### src/rtl/fdl_consts.vh
`ifndef FDL_CONSTS_VH
`define FDL_CONSTS_VH

// ----------------------------------------------------------------------
// masking counts, in cycles of the internal fast oscillator
// ----------------------------------------------------------------------
`define FDL_MASK_CNT_W 6
`define FDL_THERM_MASK_CLK 6'h20
`define FDL_OVERCUR_MASK_CLK 6'h08
`define FDL_WARN_MASK_CLK 6'h10

// ----------------------------------------------------------------------
// nominal masking times, in ns, at the nominal oscillator rate
// ----------------------------------------------------------------------
`define FDL_THERM_MASK_TIME_NS 5000
`define FDL_OVERCUR_MASK_TIME_NS 1250
`define FDL_WARN_MASK_TIME_NS 2500

// ----------------------------------------------------------------------
// reset values
// ----------------------------------------------------------------------
`define FDL_MASK_CNT_RST 6'h00
`define FDL_LATCH_RST 1'b0
`define FDL_SYNC_RST 2'h0

`endif

### src/rtl/fdl_fault_detect_latch.v
`timescale 1ns/1ns
`default_nettype none
`include "fdl_consts.vh"

// Overview of operation
// - confirmed overtemperature switches all output transistors off
// - brief overtemperature glitches are blanked out
// - overtemperature must persist more than 32 oscillator cycles
// - confirmed overcurrent switches all output transistors off
// - overcurrent must persist more than 8 oscillator cycles
// - fault stays latched until supply cycle or standby
// - fault flag pulled low while fault latched
// - fault flag released by supply cycle or standby
// - warning output follows condition, never latches
module fdl_fault_detect_latch (
    input wire core_clk_i,
    input wire rstn_i,
    input wire thermal_shutdown_i,
    input wire overcurrent_shutdown_i,
    input wire thermal_warning_i,
    input wire low_power_standby_i,
    output reg outputs_off_o,
    output reg thermal_fault_o,
    output reg overcurrent_fault_o,
    output reg fault_flag_o,
    output reg fault_flag_oe_o,
    output reg thermal_warning_out_o,
    output reg thermal_warning_out_oe_o
);

    // ------------------------------------------------------------------
    // helper functions
    // ------------------------------------------------------------------

    // synchroniser step: new pin sample in, older sample moves on
    function [1:0] fdl_sync_step;
        input [1:0] q;
        input d;
        begin
            fdl_sync_step = {q[0], d};
        end
    endfunction

    // latch next state: a confirmed set beats the standby clear
    function fdl_latch_next;
        input q;
        input set;
        input clr;
        begin
            fdl_latch_next = q;
            if (clr) begin
                fdl_latch_next = `FDL_LATCH_RST;
            end
            if (set) begin
                fdl_latch_next = 1'b1;
            end
        end
    endfunction

    // ------------------------------------------------------------------
    // input synchronisers
    // ------------------------------------------------------------------
    reg [1:0] therm_sync_q;
    reg [1:0] overcur_sync_q;
    reg [1:0] warn_sync_q;
    reg [1:0] low_power_standby_sync_q;

    // only the second flop of each pair feeds logic
    always @(posedge core_clk_i or negedge rstn_i) begin
        if (!rstn_i) begin
            therm_sync_q <= `FDL_SYNC_RST;
        end else begin
            therm_sync_q <= fdl_sync_step(therm_sync_q, thermal_shutdown_i);
        end
    end

    always @(posedge core_clk_i or negedge rstn_i) begin
        if (!rstn_i) begin
            overcur_sync_q <= `FDL_SYNC_RST;
        end else begin
            overcur_sync_q <= fdl_sync_step(overcur_sync_q,
                overcurrent_shutdown_i);
        end
    end

    always @(posedge core_clk_i or negedge rstn_i) begin
        if (!rstn_i) begin
            warn_sync_q <= `FDL_SYNC_RST;
        end else begin
            warn_sync_q <= fdl_sync_step(warn_sync_q, thermal_warning_i);
        end
    end

    always @(posedge core_clk_i or negedge rstn_i) begin
        if (!rstn_i) begin
            low_power_standby_sync_q <= `FDL_SYNC_RST;
        end else begin
            low_power_standby_sync_q <= fdl_sync_step(low_power_standby_sync_q, low_power_standby_i);
        end
    end

    wire therm_s;
    wire overcur_s;
    wire warn_s;
    wire low_power_standby_s;

    assign therm_s = therm_sync_q[1];
    assign overcur_s = overcur_sync_q[1];
    assign warn_s = warn_sync_q[1];
    assign low_power_standby_s = low_power_standby_sync_q[1];

    // ------------------------------------------------------------------
    // masking filters
    // ------------------------------------------------------------------
    wire therm_hit;
    wire overcur_hit;
    wire warn_hit;

    fdl_mask_filter #(
        .MASK_LEN(`FDL_THERM_MASK_CLK)
    ) u_therm_mask (
        .core_clk_i(core_clk_i),
        .rstn_i(rstn_i),
        .ind_i(therm_s),
        .hit_o(therm_hit)
    );

    fdl_mask_filter #(
        .MASK_LEN(`FDL_OVERCUR_MASK_CLK)
    ) u_overcur_mask (
        .core_clk_i(core_clk_i),
        .rstn_i(rstn_i),
        .ind_i(overcur_s),
        .hit_o(overcur_hit)
    );

    fdl_mask_filter #(
        .MASK_LEN(`FDL_WARN_MASK_CLK)
    ) u_warn_mask (
        .core_clk_i(core_clk_i),
        .rstn_i(rstn_i),
        .ind_i(warn_s),
        .hit_o(warn_hit)
    );

    // ------------------------------------------------------------------
    // fault latches
    // ------------------------------------------------------------------
    reg therm_latch_q;
    reg therm_latch_d;
    reg overcur_latch_q;
    reg overcur_latch_d;

    // standby clears, a fresh confirmation relatches
    always @* begin
        therm_latch_d = fdl_latch_next(therm_latch_q,
            therm_hit, low_power_standby_s);
        overcur_latch_d = fdl_latch_next(overcur_latch_q,
            overcur_hit, low_power_standby_s);
    end

    always @(posedge core_clk_i or negedge rstn_i) begin
        if (!rstn_i) begin
            therm_latch_q <= `FDL_LATCH_RST;
            overcur_latch_q <= `FDL_LATCH_RST;
        end else begin
            therm_latch_q <= therm_latch_d;
            overcur_latch_q <= overcur_latch_d;
        end
    end

    // ------------------------------------------------------------------
    // output stage shutdown
    // ------------------------------------------------------------------
    wire any_fault_d;

    // outputs load the next latch state, so they move with the latch
    assign any_fault_d = therm_latch_d || overcur_latch_d;

    always @(posedge core_clk_i or negedge rstn_i) begin
        if (!rstn_i) begin
            outputs_off_o <= 1'b1;
            thermal_fault_o <= 1'b0;
            overcurrent_fault_o <= 1'b0;
        end else begin
            // internal reset of the output stage
            outputs_off_o <= any_fault_d || low_power_standby_s;
            thermal_fault_o <= therm_latch_d;
            overcurrent_fault_o <= overcur_latch_d;
        end
    end

    // ------------------------------------------------------------------
    // open-drain fault flag
    // ------------------------------------------------------------------
    always @(posedge core_clk_i or negedge rstn_i) begin
        if (!rstn_i) begin
            fault_flag_o <= 1'b0;
            fault_flag_oe_o <= 1'b0;
        end else begin
            // drive low only while latched
            fault_flag_o <= 1'b0;
            fault_flag_oe_o <= any_fault_d;
        end
    end

    // ------------------------------------------------------------------
    // open-drain thermal warning, self-recovering
    // ------------------------------------------------------------------
    always @(posedge core_clk_i or negedge rstn_i) begin
        if (!rstn_i) begin
            thermal_warning_out_o <= 1'b0;
            thermal_warning_out_oe_o <= 1'b0;
        end else begin
            // follows the filtered condition, no latch
            thermal_warning_out_o <= 1'b0;
            thermal_warning_out_oe_o <= warn_hit;
        end
    end

endmodule // fdl_fault_detect_latch

`default_nettype wire

### src/rtl/fdl_mask_filter.v
`timescale 1ns/1ns
`default_nettype none
`include "fdl_consts.vh"

// counts consecutive cycles with the indication present
module fdl_mask_filter #(
    parameter [`FDL_MASK_CNT_W-1:0] MASK_LEN = `FDL_THERM_MASK_CLK
) (
    input wire core_clk_i,
    input wire rstn_i,
    input wire ind_i,
    output wire hit_o
);

    reg [`FDL_MASK_CNT_W-1:0] cnt_q;
    reg [`FDL_MASK_CNT_W-1:0] cnt_d;

    // ------------------------------------------------------------------
    // saturating run-length counter
    // ------------------------------------------------------------------
    always @* begin
        cnt_d = cnt_q;
        if (!ind_i) begin
            cnt_d = `FDL_MASK_CNT_RST;
        end else if (cnt_q != MASK_LEN) begin
            cnt_d = cnt_q + {{(`FDL_MASK_CNT_W-1){1'b0}}, 1'b1};
        end
    end

    always @(posedge core_clk_i or negedge rstn_i) begin
        if (!rstn_i) begin
            cnt_q <= `FDL_MASK_CNT_RST;
        end else begin
            cnt_q <= cnt_d;
        end
    end

    // confirmed only after the full run
    assign hit_o = ind_i && (cnt_q == MASK_LEN);

endmodule // fdl_mask_filter

`default_nettype wire

### config.mk
export PLATFORM = sky130hd
export DESIGN_NAME = fdl_fault_detect_latch
export DESIGN_NICKNAME = d
export VERILOG_FILES = /design/src/rtl/fdl_fault_detect_latch.v /design/src/rtl/fdl_mask_filter.v
export VERILOG_INCLUDE_DIRS = /design/src /design/src/rtl
export SDC_FILE = /design/constraint.sdc
export NUM_CORES = 1
export LEC_CHECK = 0
export BUFFER_PORTS_ARGS = -buffer_cell sky130_fd_sc_hd__buf_2
export CAP_MARGIN = 15
export CORE_MARGIN = 2
export CORE_UTILIZATION = 51
export DETAILED_ROUTE_END_ITERATION = 10
export PLACE_DENSITY = 0.73
export SYNTH_ARGS = -nofsm -noshare
export SYNTH_HDL_FRONTEND = slang
export SYNTH_HIERARCHICAL = 1
export SYNTH_SLANG_ARGS = --single-unit
### constraint.sdc
create_clock -name core_clk_i -period 1.33 [get_ports core_clk_i]
set_input_delay 0.0665 -clock core_clk_i [delete_from_list [all_inputs] [get_ports core_clk_i]]
set_output_delay 0.0665 -clock core_clk_i [all_outputs]
set_load 0.02 [all_outputs]
==> metrics.md <==
| Metric | Value |
|---|---|
| Layout cells sized above 1 | 0.260 |
| Post-DR wirelength/cell | 12.4 um |
| Mux cell area share after synthesis | 0.0438 |
| Synth Area in XOR/XNOR | 0.0575 |
| Top Ports | 13 |
| Slowest cell on the critical path | dfrtp_1 |
| Crit path depth | 6 |
| Largest family of logic cells by synthesized area | simple AND/OR/NAND/NOR gates |
| Cell Count Post-Placement | 168 |
| Initial antenna violation count | 0 |
| First-pass GRT wire length | 4.02 mm |
| CTS Buffer Depth | 2 |
| WL final | 2.27 mm |
| Syn Inst Count | 122 |
| Die W | 55.8 um |
| Crit Path Max Fanout | 3 |
| Period utilization | 0.976 |
| Root Buffer | clkbuf_4 |
| Clock-pin slew on the worst setup and hold paths | 0.10 ns |
| Sequential share of the synthesized area | 0.567 |
| Netlist cell types | 25 |
| Critical path class | flip-flop to flip-flop |
| Critical path cell sequence | inv_2 -> ha_4 -> nand2_2 -> nor4_4 -> buf_4 -> mux2i_1 |
| # clock sinks | 31 |
| Gr ovfl total | 0 |
| GRT Total Usage | 0.170 |
| Synth-to-layout area growth | 24.2% |
| Seq cells post-synth | 31 |
| Adder-Cell Fraction of Synth Area | 0.0548 |
| Unrepaired setup endpoints after global routing | yes |
| Largest net degree at the start of global routing | 32 |
| Delay-heaviest family, CP | flip-flops |
| Post-Route Skew | 0.00487 ns |
| Drt drc | 0 |
| Worst R2R Path Depth | 6 |
| Worst rel slew slack | 0.566 |
| Initial core utilization | 0.543 |
| Final setup violation count | 0 |
| YS warnings | 6 |
| Min Tclk post-route | 1.30 ns |
| Critical Path Source Type | flip-flop |
| Latest clock arrival within the worst-skew pair | 0.33 ns |
| IO Port Bufs | 10 |
| Routability Congestion | 0.826 |
| Status | complete, no violations |
| Fmax | 0.771 GHz |
| Routed vias | 943 |
| Peak VDD IR | 0.945 mV |
| Max incr delay on CP | 0.40 ns |
| Compound-cell area share of the yosys netlist | 0.0365 |
| Slew @ Worst Pin | 0.650 ns |
| Maxcap violations | 0 |
| Vias in the first global route | 950 |
| Antenna Violating Nets Remaining | 0 |
| Post-DP HPWL | 1.57 mm |
| CTS tree | done |
| Initial DRC count | 14 |
| # fillers | 188 |
| Core box area | 0.00252 mm^2 |
| Max-slew violation count | 0 |
| Synth Area in Simple Gates | 0.205 |
| Die ar. | 0.00312 mm^2 |
| Buf/Inv on CP | 2 |
| Mapped cell area | 0.00137 mm^2 |
| Avg Inst Size Synth | 11.2 um^2 |
| First-pass DRT Iterations | 4 |
| Fin util | 0.675 |
| CTS HTree Levels | 2 |
| Hold/Removal Path Class | primary input to async pin |
| Pwr/cell area | 1120 mW/mm^2 |
| # diodes | 0 |
| Nets | 165 |
| Leak | 0.803 nW |
| WP data arrival | 1.55 ns |
| Critical Path RT | 1.59 ns |
| Critical Path End Type | flip-flop |
| Fin cells | 184 |
| Num CTS Buffers | 5 |
| Die Y | 55.8 um |
| Row count | 18 |
| Hold Fails Final Rpt | 0 |
| Via/cell ratio | 5.13 |
==> registers in the layout, indices dropped and copies added (netlist names) <==
register	count
u_therm_mask/cnt_q	6
overcur_sync_q	2
therm_latch_q	1
therm_sync_q	2
low_power_standby_sync_q	2
thermal_warning_out_oe_o	1
u_warn_mask/cnt_q	6
warn_sync_q	2
fdl_latch_next.q	1
u_overcur_mask/cnt_q	6
outputs_off_o	1
fault_flag_oe_o	1
==> Yosys cell counts <==
master	instances	share of area
a21boi_1	2	0.011
a21o_1	2	0.011
and2_1	8	0.037
buf_4	2	0.011
clkbuf_1	1	0.0027
conb_1	1	0.0027
dfrtp_1	30	0.55
dfstp_2	1	0.019
ha_1	6	0.055
inv_1	7	0.019
mux2i_1	6	0.044
nand2_1	19	0.052
nand2_2	1	0.0046
nand3_1	9	0.033
nand3b_1	1	0.0055
nor2_1	5	0.014
nor3_2	1	0.0073
nor3b_1	2	0.011
nor4_2	1	0.0091
nor4_4	1	0.016
o21ai_0	4	0.015
or3_1	2	0.0091
or4b_1	1	0.0073
xnor2_1	6	0.038
xor2_1	3	0.019
==> kinds of logic after synthesis <==
family	Yosys count
AND/OR/NAND/NOR	51
flip-flops	31
buffers and inverters	10
XOR/XNOR	9
AO/OA/AOI/OAI	8
adder cells (fa/ha/maj)	6
multiplexers	6
other	1
==> layer usage <==
layer / routed length (um) / GRT usage / up-vias
met2: 1180 / 0.279 / 24
met1: 929 / 0.197 / 450
met4: 60 / 0.105 / 0
met3: 107 / 0.0488 / 7
met5: 0 / 0 / -
li1: - / - / 462
==> stage by stage <==
step | power [mW] | setup TNS [ns] | hold slack [ns] | setup WS [ns] | instance area, um^2
6_report | 1.91 | 0 | 0.291 | 0.0323 | 1700
5_1_grt | 2.02 | -0.369 | 0.350 | -0.107 | 1700
4_1_cts | 1.92 | 0 | 0.302 | 0.0302 | 1650
3_5_place_dp | 1.17 | 0 | 0.146 | 0.0264 | 1510
3_3_place_gp | 1.16 | 0 | 0.130 | 0.0776 | 1510
2_1_floorplan | 1.10 | 0 | -0.229 | 0.0516 | 1380
==> cell usage in the layout, fill, tap and decap left out, drive strengths merged <==
cell	n
ha	6
bufinv	1
nor3b	2
dfrtp	30
a21boi	2
mux2i	6
nor4	2
clkinv	2
a21o	2
nand3	9
dlygate4sd3	5
xnor2	6
xor2	3
dfstp	1
and2	8
conb	2
nor2	5
nand2	20
o21ai	4
or4b	1
clkbuf	5
nand3b	1
or3	2
buf	21
inv	7
nor3	1
==> path summary, 6_finish.rpt <==
check	start	endpoint	slack, ns
max in group asynchronous	rstn_i	u_therm_mask/cnt_q[1]	0.61
min in group core_clk_i	warn_sync_q[0]	warn_sync_q[1]	0.36
worst min-delay path	rstn_i	u_therm_mask/cnt_q[4]	0.29
worst min register to register	warn_sync_q[0]	warn_sync_q[1]	0.36
worst max-delay path	u_therm_mask/cnt_q[0]	u_therm_mask/cnt_q[0]	0.03
worst max register to register	u_therm_mask/cnt_q[0]	u_therm_mask/cnt_q[0]	0.03
==> timing repair <==
action / in CTS / in global routing
gates cloned: 0 / 0
endpoints found under the hold margin: 34 / 0
hold buffers: 5 / 0
resized for setup: 0 / 9
setup buffers: 1 / 2
pin swaps: 0 / 2
endpoints found under the setup margin: 1 / 8
==> power by group <==
part	internal (mW)	switching (mW)	leakage (nW)
registers	0.979	0.0311	0.403
clock network	0.395	0.334	0.0452
logic	0.0821	0.0914	0.355
==> layout make-up <==
type,count,area (um^2),share of cell area
flip-flops and latches,31,777,0.457
inverters,7,26.3,0.0154
clock inverters,3,43.8,0.0257
multi-input cells,82,597,0.351
well taps,30,37.5,0.0221
repair buffers,26,183,0.107
clock buffers,5,37.5,0.0221
(Power assumes the default switching activity.)
